==> config.mk <==
export PLATFORM = sky130hd
export DESIGN_NAME = dmo_operand_router
export DESIGN_NICKNAME = d
export VERILOG_FILES = /design/src/core/dmo_pkg.sv /design/src/core/dmo_mac_if.sv /design/src/core/dmo_operand_router.sv /design/src/core/dmo_mac_unit.sv
export VERILOG_INCLUDE_DIRS = /design/src /design/src/core
export SDC_FILE = /design/constraint.sdc
export NUM_CORES = 2
export LEC_CHECK = 0
export BUFFER_PORTS_ARGS = -buffer_cell sky130_fd_sc_hd__buf_2
export CORE_MARGIN = 5
export CORE_UTILIZATION = 56
export CTS_CLUSTER_DIAMETER = 50
export DETAILED_ROUTE_END_ITERATION = 7
export HOLD_SLACK_MARGIN = 0.03
export PLACE_DENSITY = 0.86
export SLEW_MARGIN = 25
export SYNTH_ARGS = -nofsm -noshare
export SYNTH_HDL_FRONTEND = slang
export SYNTH_HIERARCHICAL = 1
export SYNTH_SLANG_ARGS = --single-unit
==> constraint.sdc <==
create_clock -name clk -period 12.99 [get_ports clk]
set_input_delay 1.299 -clock clk [delete_from_list [all_inputs] [get_ports clk]]
set_output_delay 1.299 -clock clk [all_outputs]
set_load 0.05 [all_outputs]
==> src/core/dmo_consts.svh <==
// Widths, pointer indices and limits for the dual-MAC operand router
`ifndef DMO_CONSTS_SVH
`define DMO_CONSTS_SVH

`define DMO_DATA_W      16
`define DMO_ACC_W       40
`define DMO_PTR_W       24
`define DMO_NUM_AUX     8
`define DMO_SEL_W       3
`define DMO_IDX_W       4
`define DMO_COEF_IDX    4'h8
`define DMO_INT_MEM_TOP 24'h050000
`define DMO_RD_LATENCY  1

`endif

==> src/core/dmo_pkg.sv <==
// Types shared by the dual-MAC operand router and its MAC units
package dmo_pkg;

    typedef enum logic [1:0] {
        OP_MPY,
        OP_MAC,
        OP_MAS
    } dmo_op_t;

endpackage : dmo_pkg

==> src/core/dmo_mac_if.sv <==
// Operand feed from the router into one MAC unit, accumulator back
interface dmo_mac_if #(
    parameter int DATA_W = 16,
    parameter int ACC_W  = 40
);
    logic                 en;
    dmo_pkg::dmo_op_t     kind;
    logic [DATA_W-1:0]    coef;
    logic [DATA_W-1:0]    operand;
    logic [ACC_W-1:0]     acc;

    modport feed (output en, output kind, output coef, output operand, input acc);
    modport unit (input en, input kind, input coef, input operand, output acc);
endinterface : dmo_mac_if

==> src/core/dmo_operand_router.sv <==
// Dual-MAC operand routing: pointer file, three read buses, two MAC units
`include "dmo_consts.svh"

module dmo_operand_router #(
    parameter int                   DATA_W      = `DMO_DATA_W,
    parameter int                   ACC_W       = `DMO_ACC_W,
    parameter int                   PTR_W       = `DMO_PTR_W,
    parameter logic [`DMO_PTR_W-1:0] INT_MEM_TOP = `DMO_INT_MEM_TOP
) (
    // Clock and reset
    input  wire logic                      clk,
    input  wire logic                      rst,
    // Mode bit of status_word_2, low selects DSP addressing
    input  wire logic                      addr_mode_arms,
    // Dual operation request
    input  wire logic                      op_valid,
    input  wire dmo_pkg::dmo_op_t          op_kind,
    input  wire logic [`DMO_SEL_W-1:0]     op_first_sel,
    input  wire logic [`DMO_SEL_W-1:0]     op_second_sel,
    input  wire logic [PTR_W-1:0]          op_first_step,
    input  wire logic [PTR_W-1:0]          op_second_step,
    input  wire logic [PTR_W-1:0]          op_coef_step,
    // Pointer load
    input  wire logic                      ptr_wr,
    input  wire logic [`DMO_IDX_W-1:0]     ptr_wr_idx,
    input  wire logic [PTR_W-1:0]          ptr_wr_data,
    // Shared coefficient read bus
    output logic                           shared_coef_bus_rd_q,
    output logic [PTR_W-1:0]               shared_coef_bus_addr_q,
    input  wire logic [DATA_W-1:0]         shared_coef_bus_data,
    // First operand read bus
    output logic                           first_operand_bus_rd_q,
    output logic [PTR_W-1:0]               first_operand_bus_addr_q,
    input  wire logic [DATA_W-1:0]         first_operand_bus_data,
    // Second operand read bus
    output logic                           second_operand_bus_rd_q,
    output logic [PTR_W-1:0]               second_operand_bus_addr_q,
    input  wire logic [DATA_W-1:0]         second_operand_bus_data,
    // Results and status
    output logic [ACC_W-1:0]               accumulator_0_q,
    output logic [ACC_W-1:0]               accumulator_1_q,
    output logic                           result_valid_q,
    output logic                           op_refused_q,
    output logic [PTR_W-1:0]               coefficient_pointer_q
);

    ////////////////////////////////////////////////////////////////////////////
    // Pointer file

    logic [PTR_W-1:0]       aux_pointer_q [`DMO_NUM_AUX];
    logic [PTR_W-1:0]       coef_ptr_q;
    logic [PTR_W-1:0]       first_ptr;
    logic [PTR_W-1:0]       second_ptr;
    logic                   coef_internal;
    logic                   accept;
    logic                   refuse;
    dmo_pkg::dmo_op_t       kind_q;

    assign first_ptr     = aux_pointer_q[op_first_sel];
    assign second_ptr    = aux_pointer_q[op_second_sel];
    // External space would hang the shared bus, so refuse rather than issue
    assign coef_internal = coef_ptr_q < INT_MEM_TOP;
    assign accept        = op_valid && !addr_mode_arms && coef_internal;
    assign refuse        = op_valid && !accept;

    // Load wins over post-modify on the same pointer
    for (genvar i = 0; i < `DMO_NUM_AUX; i++) begin : g_aux
        logic [PTR_W-1:0] step_sum;
        always_comb begin
            step_sum = '0;
            if (op_first_sel == i[`DMO_SEL_W-1:0]) begin
                step_sum = step_sum + op_first_step;
            end
            if (op_second_sel == i[`DMO_SEL_W-1:0]) begin
                step_sum = step_sum + op_second_step;
            end
        end
        always_ff @(posedge clk or posedge rst) begin
            if (rst) begin
                aux_pointer_q[i] <= '0;
            end else if (ptr_wr && ptr_wr_idx == i[`DMO_IDX_W-1:0]) begin
                aux_pointer_q[i] <= ptr_wr_data;
            end else if (accept) begin
                aux_pointer_q[i] <= aux_pointer_q[i] + step_sum;
            end
        end
    end

    always_ff @(posedge clk or posedge rst) begin
        if (rst) begin
            coef_ptr_q <= '0;
        end else if (ptr_wr && ptr_wr_idx == `DMO_COEF_IDX) begin
            coef_ptr_q <= ptr_wr_data;
        end else if (accept) begin
            coef_ptr_q <= coef_ptr_q + op_coef_step;
        end
    end

    assign coefficient_pointer_q = coef_ptr_q;

    ////////////////////////////////////////////////////////////////////////////
    // Read issue: all three buses in the same cycle

    always_ff @(posedge clk or posedge rst) begin
        if (rst) begin
            shared_coef_bus_rd_q    <= 1'b0;
            first_operand_bus_rd_q  <= 1'b0;
            second_operand_bus_rd_q <= 1'b0;
        end else begin
            shared_coef_bus_rd_q    <= accept;
            first_operand_bus_rd_q  <= accept;
            second_operand_bus_rd_q <= accept;
        end
    end

    always_ff @(posedge clk or posedge rst) begin
        if (rst) begin
            shared_coef_bus_addr_q    <= '0;
            first_operand_bus_addr_q  <= '0;
            second_operand_bus_addr_q <= '0;
            kind_q                    <= dmo_pkg::OP_MPY;
        end else if (accept) begin
            shared_coef_bus_addr_q    <= coef_ptr_q;
            first_operand_bus_addr_q  <= first_ptr;
            second_operand_bus_addr_q <= second_ptr;
            kind_q                    <= op_kind;
        end
    end

    always_ff @(posedge clk or posedge rst) begin
        if (rst) begin
            op_refused_q   <= 1'b0;
            result_valid_q <= 1'b0;
        end else begin
            op_refused_q   <= refuse;
            result_valid_q <= shared_coef_bus_rd_q;
        end
    end

    ////////////////////////////////////////////////////////////////////////////
    // MAC units: read data is taken in the same cycle as the strobe

    dmo_mac_if #(.DATA_W(DATA_W), .ACC_W(ACC_W)) mac_bus [2] ();
    logic [ACC_W-1:0] acc_w [2];

    for (genvar g = 0; g < 2; g++) begin : g_mac
        assign mac_bus[g].en      = shared_coef_bus_rd_q;
        assign mac_bus[g].kind    = kind_q;
        assign mac_bus[g].coef    = shared_coef_bus_data;
        assign mac_bus[g].operand = (g == 0) ? first_operand_bus_data : second_operand_bus_data;
        assign acc_w[g]           = mac_bus[g].acc;
        dmo_mac_unit #(.DATA_W(DATA_W), .ACC_W(ACC_W)) u_mac (
            .clk (clk),
            .rst (rst),
            .mac (mac_bus[g])
        );
    end

    assign accumulator_0_q = acc_w[0];
    assign accumulator_1_q = acc_w[1];

    logic signed [2*DATA_W-1:0] prod1;
    assign prod1 = $signed(shared_coef_bus_data) * $signed(second_operand_bus_data);
endmodule : dmo_operand_router

==> src/core/dmo_mac_unit.sv <==
// One multiply-accumulate unit with its own destination accumulator
`include "dmo_consts.svh"

module dmo_mac_unit #(
    parameter int DATA_W = `DMO_DATA_W,
    parameter int ACC_W  = `DMO_ACC_W
) (
    // Clock and reset
    input  wire logic clk,
    input  wire logic rst,
    // Operand feed
    dmo_mac_if.unit   mac
);

    logic signed [2*DATA_W-1:0] prod;
    logic        [ACC_W-1:0]    prod_ext;
    logic        [ACC_W-1:0]    acc_q;

    assign prod     = $signed(mac.coef) * $signed(mac.operand);
    assign prod_ext = {{(ACC_W-2*DATA_W){prod[2*DATA_W-1]}}, prod};
    assign mac.acc  = acc_q;

    // Only this unit writes this accumulator
    always_ff @(posedge clk or posedge rst) begin
        if (rst) begin
            acc_q <= '0;
        end else if (mac.en) begin
            case (mac.kind)
                dmo_pkg::OP_MPY: acc_q <= prod_ext;
                dmo_pkg::OP_MAC: acc_q <= acc_q + prod_ext;
                dmo_pkg::OP_MAS: acc_q <= acc_q - prod_ext;
                default:         acc_q <= acc_q;
            endcase
        end
    end
endmodule : dmo_mac_unit

Word-level counts from Yosys, hierarchy flattened --
Cells that the tools add are included.
Cells by class: muxes and demuxes 42, reductions and logical operators 29, $mul 2, bitwise gates (word level) 2, eq/ne operators 24, $add $sub $neg 21, order comparisons 3
Operators by type and width (number):
- 2-to-1 mux 24 bit | 38
- adder 24 bit | 17
- one-hot mux 40 bit (3 select lines) | 2
- binary-select mux 24 bit (select 3 bit) | 2
- adder 40 bit | 2
- subtractor 40 bit | 2
- multiplier 16 x 16 -> 32 bit | 2
- == test 3 bit, second input constant | 8
- < comparator 24 x 19 -> 1 bit, second input constant | 1
- nonzero test 2 bit | 9
- == test 4 x 3 -> 1 bit, second input constant | 4
- == test 3 x 2 -> 1 bit, second input constant | 4
- logical AND 1 bit | 12
- == test 4 x 2 -> 1 bit, second input constant | 2
- greater-or-equal comparator 4 bit, second input constant | 2
- inverter 3 -> 4 bit | 2
- == test 3 x 1 -> 1 bit, second input constant | 2
- zero test 3 bit | 2
- == test 4 x 1 -> 1 bit, second input constant | 1
- == test 4 bit, second input constant | 1
- zero test 4 bit | 1
- nonzero test 3 bit | 1
- == test 2 x 1 -> 1 bit, second input constant | 1
- == test 2 bit, second input constant | 1
- other kinds (3) | 4
Storage, ports and cells: register bits after elaboration 373, word-level logic and storage cells 141

Longest topological paths before layout --
depth after elaboration 7, mapped depth 40

Modules after synthesis --
Netlist, hierarchy kept.
By module, submodules not included:
- dmo_operand_router | area each 37637.3 um2, cells each 4904, times used 1
- dmo_mac_unit (g_mac[1].u_mac) | area each 14939.3 um2, cells each 1781, times used 1
- dmo_mac_unit (g_mac[0].u_mac) | area each 14559.0 um2, cells each 1715, times used 1

Worst setup path before layout --
No wires, ideal clock.
path type input -> register, from in shared_coef_bus_data[15], to reg g_mac[1].u_mac.acc_q[39], setup time 140 ps, cell stages on the path 34, path buffers 3, arrival 10020 ps, setup slack 2830 ps, cells stage by stage clkbuf_1 nand2_1 fa_1 inv_1 fa_1 fa_1 fa_1 fa_1 inv_1 fa_1 inv_1 ha_1 clkbuf_1 a21oi_1 o221ai_1 a31oi_1 o21ai_2 xnor2_1 a2111oi_4 or4b_4 or2_2 nor2_1 a21oi_1 xnor2_1 ha_1 and3_1 buf_1 nand3_1 o21ai_0 a211oi_1 o31ai_1 nor2b_1 a2111oi_2 o211ai_1
On the way: cells in the longest elaborated chain, start to end 3, elaborated cells between the ends (all ways) 4, classes of those cells add/sub: 2; mul: 1; mux: 1
Ends and longest elaborated chain:
- start, declared | RTL line dmo_operand_router.sv:30 | input wire logic [DATA_W-1:0] shared_coef_bus_data,
- multiplier 16 x 16 -> 32 bit (*)
- subtractor 40 bit / adder 40 bit (equally long branches) | RTL line dmo_mac_unit.sv:31, dmo_mac_unit.sv:30
- one-hot mux 40 bit (3 select lines) (*) | RTL line dmo_mac_unit.sv:28 | case (mac.kind)
- end signal, assigned | RTL line dmo_mac_unit.sv:29 | dmo_pkg::OP_MPY: acc_q <= prod_ext;
- end signal, assigned | RTL line dmo_mac_unit.sv:31 | dmo_pkg::OP_MAS: acc_q <= acc_q - prod_ext;
- end signal, assigned | RTL line dmo_mac_unit.sv:32 | default: acc_q <= acc_q;
- end, declared | RTL line dmo_mac_unit.sv:17 | logic [ACC_W-1:0] acc_q;
Mark *: on every way between the ends. The rest lies on a longest branch, timed or not. A chain may end at the register's enable or synchronous reset.

Worst setup path in the final report --
from in shared_coef_bus_data[8], to reg g_mac[1].u_mac.acc_q[39]
The elaborated chain is that of the path after synthesis.

==> summary.md <==
| Metric | Value |
|---|---|
| Total CTS buffers | `66` |
| Largest net degree at the start of global routing | `106` |
| DRC Markers | `10` |
| Critical R2R Launch | `kind_q[0]` |
| Worst-path clk slew | `50 ps` |
| # hold bufs at CTS | `0` |
| Postcts setup bufs | `0` |
| Global-route wire length before repair | `350 mm` |
| Initial antenna violation count | `14` |
| Critical path peak fanout | `32` |
| Core box area | `119000 sq um` |
| RSZ-0062 raised after global routing | `no` |
| Detailed Place HPWL | `172 mm` |
| # fillers | `10300` |
| Worst hold path class | `reg2reg` |
| Slew Viols, Final | `0` |
| Worst setup EP type | `flip-flop` |
| Clock skew | `27.9 ps` |
| Io pins | `342` |
| Final Hold Viols | `0` |
| Min Hold Slack | `467 ps` |
| Wirelength per Cell | `22.3 um` |
| CP required | `13480 ps` |
| Critical-path top delay cell | `buf_2` |
| First-pass DRT Iterations | `8` |
| Final setup vio count | `0` |
| Chip height | `356 um` |
| Die W | `356 um` |
| Seq. cell area | `9330 sq um` |
| Final min period | `10670 ps` |
| Outcome | `finished with violations` |
| Wirelength, routed | `225 mm` |
| EDFF count, synth | `0` |
| Worst setup SP type | `primary input` |
| Distinct cells, synth | `128` |
| H-tree levels | `3` |
| Area occupied by multi-input gates | `53100 sq um` |
| CP Buf/Inv Count | `4` |
| Mapped Avg Cell Area | `7.99 sq um` |
| Rel. slew slack | `0.285` |
| Critical path's most frequent cell | `fa_1` |
| DR vias | `64300` |
| Final #Nets | `9699` |
| Synth Register Bits | `373` |
| Kind of critical path | `in2reg` |
| Ys async rst share | `1.00` |
| Worst EP arrival | `11170 ps` |
| Failing checks | `design-rule violations` |
| Clock sinks | `373` |
| Max Cap Viol | `0` |
| Period utilization | `0.822` |
| Biggest cell delay along the critical path | `620 ps` |
| Worst-margin pin slew | `1070 ps` |
| GRT Resource Usage Total | `0.347` |
| Initial Util | `0.562` |
| Vias in the first global route | `63600` |
| Most used DFF post-synth | `dfrtp_1` |
| Total gr overflow | `0` |
| TritonCTS clock tree | `done` |
| Share of cells above drive strength 1 | `0.0948` |
| Root Buffer | `clkbuf_16` |
| Cts repair resizes | `0` |
| Iteration-0 DRC Markers | `7213` |
| Via density | `6.37` |
| CP top delay family | `adder cells` |
| Fmax | `0.0937 GHz` |
| Area Overhead vs Synth | `7.34%` |
| Routed Antenna Nets | `0` |
| Synthesized Nets | `9679` |
| Port Buffer Count | `341` |
| Clock Path Buffers | `3` |
| Cells after Synth | `8400` |
| Hold path start | `shared_coef_bus_addr_q[12]` |
| Die area | `127000 sq um` |
| Fin Setup TNS | `0 ps` |
| Cell Rows | `127` |
| Synth Warn # | `6` |
| Routability congestion estimate | `1.02` |
| Sequential element share of the synthesized area | `0.139` |
| Synth Cell Area | `67100 sq um` |
| Clk_lat worst skew | `640 ps` |
| CP Launch Point | `shared_coef_bus_data[8]` |
per-layer routing:
metal  routed length, um  GRT usage  vias to the layer above  part of all wire
met4               13300      0.179                        6             0.059
li1                    -          -                    28800                 -
met3               28300      0.103                      857              0.13
met1               82200      0.428                    30900              0.37
met5                  35          0                        -           0.00016
met2              101000      0.555                     3761              0.45
layout make-up:
| cell class | instances | share of cell area |
|---|---|---|
| multi-input combinational | 6780 | 0.737 |
| timing repair buffer | 395 | 0.0297 |
| antenna | 13 | 0.000451 |
| inverter | 804 | 0.0420 |
| clock buffer | 79 | 0.0250 |
| sequential | 373 | 0.130 |
| clock inverter | 39 | 0.00802 |
| tap | 1612 | 0.0280 |
synthesized netlist by cell type, drive strengths merged, types with 45 or more instances:
| cell type | number | share of area |
|---|---|---|
| a21oi | 730 | 0.055 |
| nand4 | 45 | 0.0042 |
| buf | 100 | 0.0072 |
| o22ai | 49 | 0.0046 |
| nand2 | 1010 | 0.057 |
| a31oi | 89 | 0.0084 |
| and3 | 49 | 0.0046 |
| a211oi | 61 | 0.0074 |
| o21a | 70 | 0.0078 |
| xnor2 | 396 | 0.052 |
| nor3 | 106 | 0.0081 |
| inv | 801 | 0.045 |
| clkbuf | 343 | 0.019 |
| nand3 | 90 | 0.0067 |
| o21ai | 592 | 0.044 |
| xor2 | 197 | 0.026 |
| mux2i | 85 | 0.013 |
| fa | 543 | 0.16 |
| mux4 | 97 | 0.033 |
| nor2 | 645 | 0.036 |
| a21o | 158 | 0.018 |
| dfrtp | 373 | 0.14 |
| nand2b | 79 | 0.0074 |
| ha | 575 | 0.11 |
| and2 | 402 | 0.037 |
| o21bai | 67 | 0.0075 |
worst reg2reg max path: cells and delay by family, from the launching register on:
| family | cells | cell delay [ps] |
|---|---|---|
| AOI/OAI and AO/OA | 9 | 3120 |
| buffers and inverters | 2 | 370 |
| and+or+nand+nor | 2 | 220 |
| xor gates and xnor gates | 2 | 320 |
| DFF | 1 | 730 |
| adders and majority gates | 2 | 590 |
cell usage in the layout, fill, tap and decap left out, types with 48 or more instances in the layout:
cell / Yosys / final
and3_1: 48 / 48
clkbuf_16: 0 / 68
o21ai_0: 567 / 567
o21bai_1: 66 / 66
and2_1: 402 / 402
ha_1: 575 / 574
buf_2: 20 / 337
a21oi_1: 723 / 722
o21a_1: 70 / 70
dfrtp_1: 373 / 373
a31oi_1: 88 / 88
fa_1: 543 / 543
xnor2_1: 395 / 395
nand2b_1: 79 / 77
a211oi_1: 55 / 55
xor2_1: 197 / 197
nand3_1: 90 / 88
o22ai_1: 49 / 49
mux2i_1: 85 / 85
inv_1: 799 / 796
a21o_1: 158 / 158
nor3_1: 103 / 100
mux4_2: 97 / 97
nand2_1: 1008 / 1007
nor2_1: 645 / 639
buf_4: 12 / 55
metrics by stage:
step	utilization	instances	setup slack, ps	cell area [sq um]
5_1_grt	0.603	10100	1630	72000
4_1_cts	0.603	10100	2500	72000
3_5_place_dp	0.583	9964	1820	69600
6_report	0.603	10100	2320	72100
3_3_place_gp	0.582	9963	2140	69600
2_1_floorplan	-	8400	2830	67100
cell families (layout without fill, tap and decap cells):
logic type | after synthesis | in the layout | synth area share
muxes | 219 | 219 | 0.0514
AOI/OAI and AO/OA | 2159 | 2159 | 0.199
DFF | 373 | 373 | 0.139
adders and majority gates | 1136 | 1136 | 0.272
buffers and inverters | 1247 | 1317 | 0.0714
xor gates and xnor gates | 595 | 595 | 0.0783
other | 0 | 13 | 0
and+or+nand+nor | 2671 | 2671 | 0.190
flip-flops by register name, indices dropped and copies added, names as in the netlist:
register,count
aux_pointer_q,192
g_mac.u_mac/mac.acc,80
coefficient_pointer_q,24
first_operand_bus_addr_q,24
second_operand_bus_addr_q,24
shared_coef_bus_addr_q,24
kind_q,2
op_refused_q,1
result_valid_q,1
second_operand_bus_rd_q,1
path summary, 6_finish.rpt:
check | to | slack [ps] | depth (start not counted)
min | shared_coef_bus_addr_q[12] | 470 | 2
max in group asynchronous | shared_coef_bus_addr_q[18] | 10310 | 4
max | g_mac[1].u_mac/mac.acc[39] | 2320 | 34
max reg2reg | g_mac[1].u_mac/mac.acc[28] | 7570 | 17
min in group asynchronous | shared_coef_bus_addr_q[11] | 790 | 2
min reg2reg | shared_coef_bus_addr_q[12] | 470 | 2
Power is left out: the tool's default activity adds up to more than one toggle a clock period on the data nets, which glitch-free logic cannot reach.
